## src/include/efcr_map.svh

```systemverilog
// Function
// - 12V fuse starts off; switches on input pin, power-disable pins, enable bit, faults.
// - 12V input over-voltage clamps the output and sets its status bit.
// - Clamped 12V fuse runs until over-temperature, restarts below hysteresis.
// - 12V reduced short limit stays until all latched status faults are cleared.
// - 5V input over-voltage clamps the output and sets its status bit.
// - 5V fuse shuts down at over-temperature, restarts below hysteresis.
// - Reverse current opens 5V fuse; restart when reverse gone and startup criteria met.
// - Open-drain indicator is active while the 5V fuse is in its open state.
// - 5V reduced short limit stays until 3.3V rail reports power good.
// - Both current monitors reset disabled; enabled only by a control bit.
// - Any fault turning off a fuse or regulator clears the single monitor enable bit.
// - A control bit selects one of two monitor gain settings.
// - Core power-good goes low when core output is over 10% low.
// - Core regulator follows its enable pin on and off.
// - Core enable pin low clears core disable and monitor-disable bits.
// - Core disable bits change by write only while the key bit is one.
// - Key bit clears on a write to any register other than 03H.
// - Monitor-disable set holds core power-good at its value when set.
// - Core disable bit set shuts the core off; clear follows the enable pin.
// - Clearing disable restarts core; soft-start end rising edge clears monitor-disable.
// - Core select code 0 means 0.770 V, each step adds 5 mV.
// - Core select resets to 100010, giving 0.94 V.
// - Status registers latch first fault, hold it; host clears by writing them.
`ifndef EFCR_MAP_SVH
`define EFCR_MAP_SVH

// Register offsets
`define EFCR_ADDR_ID1 8'h00
`define EFCR_ADDR_ID2 8'h01
`define EFCR_ADDR_CORE_SEL 8'h02
`define EFCR_ADDR_KEY 8'h03
`define EFCR_ADDR_CTRL 8'h04
`define EFCR_ADDR_STAT0 8'h05
`define EFCR_ADDR_STAT1 8'h06

// Control, key and status register bit positions
`define EFCR_CTRL_PDIS_EN 7
`define EFCR_CTRL_MON_GAIN 6
`define EFCR_CTRL_R33_PWM 5
`define EFCR_CTRL_CORE_PWM 4
`define EFCR_CTRL_DEGLITCH 3
`define EFCR_CTRL_MON_EN 2
`define EFCR_CTRL_MON_DIS 1
`define EFCR_CTRL_CORE_DIS 0
`define EFCR_KEY_BIT 5
`define EFCR_STAT1_PDIS_STATE 3

// Reset values
`define EFCR_RST_CORE_SEL 6'h22
`define EFCR_RST_R33_SEL 5'h13
`define EFCR_RST_CTRL 8'h00

// Identity values, arbitrary
`define EFCR_ID1_VALUE 8'hA5
`define EFCR_ID2_VALUE 8'h5A

// Core target voltage encoding in millivolts
`define EFCR_CORE_BASE_MV 11'd770
`define EFCR_CORE_STEP_MV 11'd5

`endif

```

## src/include/efcr_pkg.sv

```systemverilog
package efcr_pkg;

	// Fuse state, one-hot
	typedef enum logic [2:0] {
		FS_OFF = 3'b001,
		FS_LIVE = 3'b010,
		FS_OPEN = 3'b100
	} efcr_fuse_e;

	// Pin level inputs
	typedef struct packed {
		logic high_rail_input_pin;
		logic low_rail_input_pin;
		logic power_disable_pin;
		logic power_disable_firmware_gate_pin;
		logic core_regulator_enable_pin;
		logic core_softstart_done;
		logic r33_power_good;
	} efcr_pins_s;

	// Analog comparator flags
	typedef struct packed {
		logic high_rail_overvoltage_flag;
		logic low_rail_overvoltage_flag;
		logic hr_overtemp;
		logic lr_overtemp;
		logic hr_temp_warn;
		logic lr_temp_warn;
		logic hr_short;
		logic lr_short;
		logic hr_overcurrent;
		logic lr_overcurrent;
		logic lr_reverse;
		logic r33_undervolt;
		logic r33_overcurrent;
		logic core_undervolt;
		logic core_overcurrent;
	} efcr_sense_s;

	// Drive toward the analog blocks and pins
	typedef struct packed {
		logic hr_fuse_on;
		logic lr_fuse_on;
		logic hr_clamp;
		logic lr_clamp;
		logic hr_short_limit;
		logic lr_short_limit;
		logic hr_monitor_on;
		logic lr_monitor_on;
		logic monitor_gain;
		logic core_on;
		logic core_pwm;
		logic r33_pwm;
		logic deglitch_sel;
		logic core_power_good_pin;
		logic [5:0] core_voltage_select;
		logic [10:0] core_target_mv;
		logic [4:0] r33_select;
	} efcr_drive_s;

	// Whole block state
	typedef struct packed {
		efcr_pins_s pin1;
		efcr_pins_s pin2;
		efcr_sense_s sen1;
		efcr_sense_s sen2;
		logic ss_prev;
		efcr_fuse_e hr_st;
		efcr_fuse_e lr_st;
		logic key;
		logic [7:0] ctrl;
		logic [7:0] stat0;
		logic [7:0] stat1;
		logic [7:0] rdata;
		logic open_oe;
		efcr_drive_s drv;
	} efcr_state_s;

endpackage : efcr_pkg

```

## src/efcr_top.sv

```systemverilog
// Decided for this implementation: the strobed register port and the register addresses.
`timescale 1ns/1ns
`include "efcr_map.svh"

module efcr_top
	import efcr_pkg::*;
(
	input wire logic clk_in,
	input wire logic rst_in,
	input wire logic [7:0] addr_in,
	input wire logic [7:0] wdata_in,
	input wire logic wr_in,
	input wire logic rd_in,
	input wire efcr_pins_s pins_in,
	input wire efcr_sense_s sense_in,
	output logic [7:0] rdata_out,
	output efcr_drive_s drive_out,
	output logic fuse_open_indicator_out,
	output logic fuse_open_indicator_oe_out
);

	efcr_state_s st_ff;
	efcr_state_s nxt_st;

	efcr_pins_s p;
	efcr_sense_s s;
	logic pdis_act;
	logic hr_allow;
	logic lr_allow;
	logic mon_kill;
	logic ss_rise;
	logic wr_ctrl;
	logic wr_stat0;
	logic wr_stat1;
	logic [7:0] ev0;
	logic [7:0] ev1;

	// Next state of the whole block
	always_comb begin
		nxt_st = st_ff;
		// Two-stage synchronisers, only the second stage is used
		nxt_st.pin1 = pins_in;
		nxt_st.pin2 = st_ff.pin1;
		nxt_st.sen1 = sense_in;
		nxt_st.sen2 = st_ff.sen1;
		p = st_ff.pin2;
		s = st_ff.sen2;

		wr_ctrl = wr_in && (addr_in == `EFCR_ADDR_CTRL);
		wr_stat0 = wr_in && (addr_in == `EFCR_ADDR_STAT0);
		wr_stat1 = wr_in && (addr_in == `EFCR_ADDR_STAT1);

		// Power disable acts always when gate pin low, else only with enable bit
		pdis_act = p.power_disable_pin &
			(p.power_disable_firmware_gate_pin ? st_ff.ctrl[`EFCR_CTRL_PDIS_EN] : 1'b1);
		hr_allow = p.high_rail_input_pin && !pdis_act && !s.hr_overtemp;
		lr_allow = p.low_rail_input_pin && !pdis_act && !s.lr_overtemp;

		// 12V fuse sequencing
		case (st_ff.hr_st)
			FS_OFF: begin
				if (hr_allow) begin
					nxt_st.hr_st = FS_LIVE;
				end
			end
			FS_LIVE: begin
				if (!hr_allow) begin
					nxt_st.hr_st = FS_OFF;
				end
			end
			default: begin
				nxt_st.hr_st = FS_OFF;
			end
		endcase

		// 5V fuse sequencing with reverse-current open state
		case (st_ff.lr_st)
			FS_OFF: begin
				if (lr_allow && !s.lr_reverse) begin
					nxt_st.lr_st = FS_LIVE;
				end
			end
			FS_LIVE: begin
				if (s.lr_reverse) begin
					nxt_st.lr_st = FS_OPEN;
				end else if (!lr_allow) begin
					nxt_st.lr_st = FS_OFF;
				end
			end
			FS_OPEN: begin
				if (!s.lr_reverse && lr_allow) begin
					nxt_st.lr_st = FS_LIVE;
				end
			end
			default: begin
				nxt_st.lr_st = FS_OFF;
			end
		endcase

		// Fault that takes down a fuse or regulator kills the monitors
		mon_kill = ((st_ff.hr_st == FS_LIVE) && !hr_allow) ||
			((st_ff.lr_st == FS_LIVE) && (!lr_allow || s.lr_reverse)) ||
			s.r33_undervolt || s.r33_overcurrent || s.core_overcurrent;

		// Status events; a clear write loses to a fresh event
		ev0 = {!p.high_rail_input_pin, !p.low_rail_input_pin, s.r33_undervolt, s.core_undervolt,
			s.hr_overtemp, s.lr_overtemp, s.hr_temp_warn, s.lr_temp_warn};
		ev1 = {s.hr_overcurrent, s.lr_overcurrent, s.r33_overcurrent, s.core_overcurrent,
			2'b00, s.high_rail_overvoltage_flag, s.low_rail_overvoltage_flag};
		if (wr_stat0 || (st_ff.stat0 == 8'h00)) begin
			nxt_st.stat0 = ev0;
		end
		if (wr_stat1 || (st_ff.stat1 == 8'h00)) begin
			nxt_st.stat1 = ev1;
		end

		// Voltage select registers
		if (wr_in && (addr_in == `EFCR_ADDR_CORE_SEL)) begin
			nxt_st.drv.core_voltage_select = wdata_in[5:0];
		end
		if (wr_in && (addr_in == `EFCR_ADDR_KEY)) begin
			nxt_st.drv.r33_select = wdata_in[4:0];
		end

		// Key: loaded by its own register, dropped by any other write
		if (wr_in) begin
			if (addr_in == `EFCR_ADDR_KEY) begin
				nxt_st.key = wdata_in[`EFCR_KEY_BIT];
			end else begin
				nxt_st.key = 1'b0;
			end
		end

		// Control register; core bits need the key
		if (wr_ctrl) begin
			nxt_st.ctrl[7:2] = wdata_in[7:2];
			if (st_ff.key) begin
				nxt_st.ctrl[1:0] = wdata_in[1:0];
			end
		end
		if (mon_kill) begin
			nxt_st.ctrl[`EFCR_CTRL_MON_EN] = 1'b0;
		end
		ss_rise = p.core_softstart_done && !st_ff.ss_prev;
		nxt_st.ss_prev = p.core_softstart_done;
		if (ss_rise) begin
			nxt_st.ctrl[`EFCR_CTRL_MON_DIS] = 1'b0;
		end
		if (!p.core_regulator_enable_pin) begin
			nxt_st.ctrl[1:0] = 2'b00;
		end

		// Drive outputs
		nxt_st.drv.hr_fuse_on = (nxt_st.hr_st == FS_LIVE);
		nxt_st.drv.lr_fuse_on = (nxt_st.lr_st == FS_LIVE);
		nxt_st.drv.hr_clamp = s.high_rail_overvoltage_flag;
		nxt_st.drv.lr_clamp = s.low_rail_overvoltage_flag;
		nxt_st.open_oe = (nxt_st.lr_st == FS_OPEN);

		// Reduced short-circuit limits
		if ((st_ff.hr_st == FS_LIVE) && s.hr_short) begin
			nxt_st.drv.hr_short_limit = 1'b1;
		end else if ((st_ff.stat0 == 8'h00) && (st_ff.stat1 == 8'h00) && !s.hr_short) begin
			nxt_st.drv.hr_short_limit = 1'b0;
		end
		if ((st_ff.lr_st == FS_LIVE) && s.lr_short) begin
			nxt_st.drv.lr_short_limit = 1'b1;
		end else if (p.r33_power_good && !s.lr_short) begin
			nxt_st.drv.lr_short_limit = 1'b0;
		end

		nxt_st.drv.hr_monitor_on = nxt_st.ctrl[`EFCR_CTRL_MON_EN];
		nxt_st.drv.lr_monitor_on = nxt_st.ctrl[`EFCR_CTRL_MON_EN];
		nxt_st.drv.monitor_gain = nxt_st.ctrl[`EFCR_CTRL_MON_GAIN];
		nxt_st.drv.core_pwm = nxt_st.ctrl[`EFCR_CTRL_CORE_PWM];
		nxt_st.drv.r33_pwm = nxt_st.ctrl[`EFCR_CTRL_R33_PWM];
		nxt_st.drv.deglitch_sel = nxt_st.ctrl[`EFCR_CTRL_DEGLITCH];

		// Core regulator on/off and power-good
		nxt_st.drv.core_on = p.core_regulator_enable_pin && !nxt_st.ctrl[`EFCR_CTRL_CORE_DIS];
		if (nxt_st.ctrl[`EFCR_CTRL_MON_DIS]) begin
			nxt_st.drv.core_power_good_pin = st_ff.drv.core_power_good_pin;
		end else begin
			nxt_st.drv.core_power_good_pin = nxt_st.drv.core_on && !s.core_undervolt;
		end
		nxt_st.drv.core_target_mv = `EFCR_CORE_BASE_MV +
			11'(nxt_st.drv.core_voltage_select) * `EFCR_CORE_STEP_MV;

		// Read data stands only in the cycle after the strobe
		nxt_st.rdata = 8'h00;
		if (rd_in) begin
			case (addr_in)
				`EFCR_ADDR_ID1: nxt_st.rdata = `EFCR_ID1_VALUE;
				`EFCR_ADDR_ID2: nxt_st.rdata = `EFCR_ID2_VALUE;
				`EFCR_ADDR_CORE_SEL: nxt_st.rdata = {2'b00, st_ff.drv.core_voltage_select};
				`EFCR_ADDR_KEY: nxt_st.rdata = {2'b00, st_ff.key, st_ff.drv.r33_select};
				`EFCR_ADDR_CTRL: nxt_st.rdata = st_ff.ctrl;
				`EFCR_ADDR_STAT0: nxt_st.rdata = st_ff.stat0;
				`EFCR_ADDR_STAT1: begin
					nxt_st.rdata = st_ff.stat1;
					nxt_st.rdata[`EFCR_STAT1_PDIS_STATE] = p.power_disable_pin;
				end
				default: nxt_st.rdata = 8'h00;
			endcase
		end
	end

	// State register
	always_ff @(posedge clk_in or posedge rst_in) begin
		if (rst_in) begin
			st_ff <= '0;
			st_ff.hr_st <= FS_OFF;
			st_ff.lr_st <= FS_OFF;
			st_ff.ctrl <= `EFCR_RST_CTRL;
			st_ff.drv.core_voltage_select <= `EFCR_RST_CORE_SEL;
			st_ff.drv.r33_select <= `EFCR_RST_R33_SEL;
			st_ff.drv.core_target_mv <= `EFCR_CORE_BASE_MV + 11'(`EFCR_RST_CORE_SEL) * `EFCR_CORE_STEP_MV;
		end else begin
			st_ff <= nxt_st;
		end
	end

	// Outputs straight from the state register; indicator data is tied to 0
	assign rdata_out = st_ff.rdata;
	assign drive_out = st_ff.drv;
	assign fuse_open_indicator_out = 1'b0;
	assign fuse_open_indicator_oe_out = st_ff.open_oe;

endmodule : efcr_top

```

## config.mk

```make
export PLATFORM = sky130hd
export DESIGN_NAME = efcr_top
export DESIGN_NICKNAME = d
export VERILOG_FILES = /design/src/include/efcr_pkg.sv /design/src/efcr_top.sv
export VERILOG_INCLUDE_DIRS = /design/src /design/src/include
export SDC_FILE = /design/constraint.sdc
export NUM_CORES = 1
export LEC_CHECK = 0
export ABC_AREA = 1
export BUFFER_PORTS_ARGS = -buffer_cell sky130_fd_sc_hd__buf_2
export CELL_PAD_IN_SITES_DETAIL_PLACEMENT = 1
export CELL_PAD_IN_SITES_GLOBAL_PLACEMENT = 1
export CORE_ASPECT_RATIO = 1.2
export CORE_UTILIZATION = 45
export CTS_CLUSTER_DIAMETER = 60
export CTS_CLUSTER_SIZE = 40
export DETAILED_ROUTE_END_ITERATION = 6
export GPL_TIMING_DRIVEN = 0
export PLACE_DENSITY = 0.84
export RECOVER_POWER = 100
export SLEW_MARGIN = 20
export SYNTH_ARGS = -nofsm -noshare
export SYNTH_HDL_FRONTEND = slang
export SYNTH_SLANG_ARGS = --single-unit
```

## constraint.sdc

```tcl
create_clock -name clk_in -period 4.85 [get_ports clk_in]
set_input_delay 0.485 -clock clk_in [delete_from_list [all_inputs] [get_ports clk_in]]
set_output_delay 0.485 -clock clk_in [all_outputs]
set_load 0.02 [all_outputs]
```

# ---- Yosys cells after proc, flatten, opt, wreduce, memory -nomap -nowiden
# Index checks and enable logic that the tools add are counted.
dict set report op_classes {
  add_sub_neg 1
  multipliers 1
  n_eq_ne 14
  muxes 21
  bitwise 1
  reduce_logical 46
}
# operator n
set ops {}
lappend ops {{$pmux W8 S7} 1}
lappend ops {{$eq A8 B3 Y1 const B} 3}
lappend ops {{$logic_not A8 Y1} 3}
lappend ops {{$logic_and A1 B1 Y1} 20}
lappend ops {{$eq A8 B2 Y1 const B} 2}
lappend ops {{$mux W3} 5}
lappend ops {{$logic_not A1 Y1} 13}
lappend ops {{$eq A3 B2 Y1 const B} 4}
lappend ops {{$pmux W3 S2} 2}
lappend ops {{$add A10 B9 Y11 const A} 1}
lappend ops {{$mul A6 B3 Y9 const B} 1}
lappend ops {{$eq A8 B1 Y1 const B} 1}
lappend ops {{$mux W1} 8}
lappend ops {{$mux W8} 1}
lappend ops {{$logic_or A1 B1 Y1} 7}
lappend ops {{$mux W7} 1}
lappend ops {{$eq A3 B1 Y1 const B} 2}
lappend ops {{$eq A3 B3 Y1 const B} 2}
lappend ops {{$mux W6} 1}
lappend ops {{$mux W2} 2}
lappend ops {{$reduce_bool A2 Y1} 2}
lappend ops {{$reduce_or A2 Y1} 1}
lappend ops {{$and A1 B1 Y1} 1}
dict set report word_totals {
  reg_bits 118
  input_bits 42
  word_cells 154
}

# ---- Logic depth before layout (Yosys ltp)
dict set report logic_depth {
  ltp_word 13
  mapped_depth 17
  ltp_nobuf 16
}

# ---- Least setup slack after synthesis
# Ideal clock, no wire load.
dict set report synth_path {
  path_type {input -> register}
  from {input port addr_in[5]}
  to {register st_ff (netlist bit drive_out[14])}
  setup_time_ns 0.067
  arrival_time_ns 2.823
  setup_slack_ns 1.960
  stages 13
  cell_sequence {nor2_1 -> nand2_2 -> nor3_4 -> nand2_4 -> buf_6 -> o21ai_0 -> ha_1 -> ha_1 -> ha_1 -> a21oi_1 -> o21bai_1 -> and2_1 -> nor2_1}
}
# item line
set synth_rtl {}
lappend synth_rtl {{start, declared} efcr_top.sv:10} ;# input wire logic [7:0] addr_in,
lappend synth_rtl {{end signal, assigned} efcr_top.sv:219} ;# st_ff <= nxt_st;
lappend synth_rtl {{end, declared} efcr_top.sv:22} ;# efcr_state_s st_ff;

==> out/results.tsv <==
metric	value	unit
outcome	finished with violations	
failing checks	max-capacitance violations, max-slew violations	
fraction of layout cells with a size suffix above 1	21.1	%
Most Frequent Cell on Critical Path	ha_1	
Non-Filler Instances	696	
Crit Path Category	in -> reg	
startpoint types	input port	
post-CTS setup buffer count	0	
Hold Path Class	in -> reg	
final critical-path required period	3.71	ns
dpl hpwl	8.04	mm
initial core utilization	46.3	%
Hold Crit Start	pins_in[3]	
synthesized area per cell	9.98	um^2
GR Util All Layers	21.9	%
GR peak layer	met2	
arrival time at the worst endpoint	4.01	ns
global-route wire length before repair	17.6	mm
setup tns final	0	ns
met3 usage	4.67	%
total power draw	2.11	mW
io pins	88	
dpl cell area	0.00528	mm^2
Critical Path Start	addr_in[5]	
DR vias/cell	5.00	
Top delay family on crit path	simple AND/OR/NAND/NOR gates	
CTS Buf Count	9	
Crit path depth	16	
leak pwr	2.77	nW
largest net degree at the start of global routing	85	
post-layout util	54.2	%
max-slew violations	85	
Max FO, Critical Path	10	
Post-Place Cells	680	
total number of yosys warnings	0	
diode count	0	
Layout Nets	619	
VDD IR max	0.000276	V
# fillers	1196	
CTS hold repair buffers	0	
via count	3483	
vias in the first global route	3707	
Reg2Reg Capture Point	drive_out[12]	
# Max-Cap Violations	1	
initial antenna violation count	0	
clk_skew	0.0109	ns
Yosys reg bits	112	
worst relative slew slack	-31.6	%
Mapped Area	0.00466	mm^2
crit path cell chain	buf_2 -> nor2_1 -> nand2_1 -> nor3_1 -> nand2_4 -> buf_6 -> o21ai_0 -> ha_1 -> ha_1 -> ha_1 -> nand3_1 -> nand2_1 -> a21oi_1 -> o21bai_1 -> and2_0 -> nor2_1	
Worst Tran Pin Value	1.97	ns
internal reg-to-reg setup slack	2.33	ns
clock sink count	112	
Routed Antenna Nets	0	
buffer depth of the longest clock path	2	
register area share after synthesis	60.5	%
Die ar.	0.0108	mm^2
CTS tree	yes	
Pwr Density	387	mW/mm^2
detailed-route wire length	10.9	mm
GR Overflow Total	0	
I/O Buffers	85	
Rows	40	
post-synthesis cell type count	31	
CTS H-tree depth	3	
Die Y	113	um
Clk pin slew, worst setup/hold paths	0.08	ns
clk root buf	clkbuf_16	
# setup viols final	0	
reg2reg path depth	11	
CP Capture Type	flip-flop	
period utilization	76.5	%
data required time of the critical path	5.15	ns
worst-skew pair later-pin latency	0.36	ns
met2 Usage GRT	40.4	%
DRC	0	
post-CTS sizing	0	
area grow syn2layout	17.1	%
routability cong.	0.804	
Peak Freq	270	MHz
1st-iter DRT viols	159	
Worst Path Buf+Inv	2	
Largest stage delay, worst path	0.77	ns
Reg2Reg Launch Point	drive_out[17]	
final hold violation count	0	
Critical Path Sink	drive_out[12]	
drt first pass iters	4	
Core Box Area	0.0101	mm^2
CP max stage cell	nor3_1	
die width	94.9	um
WL/cell	15.7	um
met1 usage	23.6	%
Design Area, Final	0.00546	mm^2
RSZ-0062 raised after global routing	no	
cells after synthesis	467	
## layer usage
layer | routed length [um] | vias to the layer above | part of all wire, %
met3 | 414 | 20 | 3.8
met5 | 0 | - | 0
met2 | 6040 | 83 | 55
met4 | 280 | 0 | 2.6
li1 | - | 1645 | -
met1 | 4170 | 1735 | 38
## flip-flops by register name, indices dropped and copies added, names as in the netlist
register	count
ev0	6
nxt_st	23
st_ff	30
fuse_open_indicator_oe_out	1
ev1	6
p	6
rdata_out	8
drive_out	29
s	3
## final cells by class
| cell class | instances | area [um^2] | area share (%) |
|---|---|---|---|
| multi-input combinational | 259 | 1260 | 23.1 |
| timing repair buffer | 86 | 378 | 6.93 |
| buffer | 50 | 365 | 6.70 |
| clock inverter | 6 | 57.6 | 1.06 |
| clock buffer | 10 | 239 | 4.38 |
| tap | 126 | 158 | 2.89 |
| inverter | 47 | 178 | 3.26 |
| sequential | 112 | 2820 | 51.7 |
## cell usage after synthesis, drive strengths merged
| library cell | number | area (um^2) |
|---|---|---|
| nand3 | 34 | 175 |
| inv | 47 | 176 |
| o211ai | 1 | 7.51 |
| nor4 | 3 | 18.8 |
| o21ai | 37 | 196 |
| o21bai | 1 | 7.51 |
| nand4 | 5 | 31.3 |
| ha | 12 | 150 |
| a311oi | 1 | 8.76 |
| nor3 | 6 | 46.3 |
| conb | 1 | 3.75 |
| dfstp | 13 | 342 |
| a21oi | 19 | 95.1 |
| nor2 | 37 | 141 |
| xor2 | 3 | 26.3 |
| clkbuf | 1 | 3.75 |
| dfrtp | 99 | 2480 |
| nand2 | 97 | 382 |
| buf | 49 | 364 |
| and2 | 1 | 6.26 |
## placed cells by master (no fill, tap or decap), types with 12 or more instances in the layout
cell type   n
dfrtp_1    99
nand2_1    95
inv_1      46
clkbuf_1   45
buf_2      44
buf_4      44
nor2_1     37
o21ai_0    34
nand3_1    34
a21oi_1    19
ha_1       12
## power by group
part | internal, mW | total [mW] | switching, mW
combinational | 0.0949 | 0.273 | 0.178
sequential | 1.04 | 1.10 | 0.0636
clock | 0.376 | 0.741 | 0.364
total | 1.51 | 2.11 | 0.606
## cells by family after synthesis
kind of cell	count (synthesis)	synth area share [%]
AO/OA/AOI/OAI	59	6.77
flip-flops	112	60.5
AND/OR/NAND/NOR	183	17.2
buffers and inverters	97	11.7
adder cells (fa/ha/maj)	12	3.22
other	1	0.0805
XOR/XNOR	3	0.564
## worst reg2reg max path: stages (launching register included)
cell and delay, ns:
dfstp_1 0.59, nand2_1 0.09, o21ai_0 0.23, ha_1 0.33, ha_1 0.20, ha_1 0.32, nand3_1 0.10, nand2_1 0.11
a21oi_1 0.08, o21bai_1 0.17, and2_0 0.19, nor2_1 0.05
## how the worst min path moves through the flow
stage                  endpoint  slack [ns]  cells after the start
floorplan                ev0[0]        0.33                      0
global placement           p[0]        0.33                      0
detailed placement   nxt_st[76]        0.34                      0
CTS                   st_ff[66]        0.09                      2
global route        nxt_st[110]        0.22                      1
finish              nxt_st[110]        0.23                      1
## stage by stage
stage,setup slack (ns),hold slack [ns]
after floorplan,1.43,0.331
after detailed placement,1.40,0.336
final,1.14,0.232
after global routing,0.835,0.216
after global placement,0.359,0.332
after CTS,1.75,0.0917
Note: power is estimated with default switching activity, not from simulation.
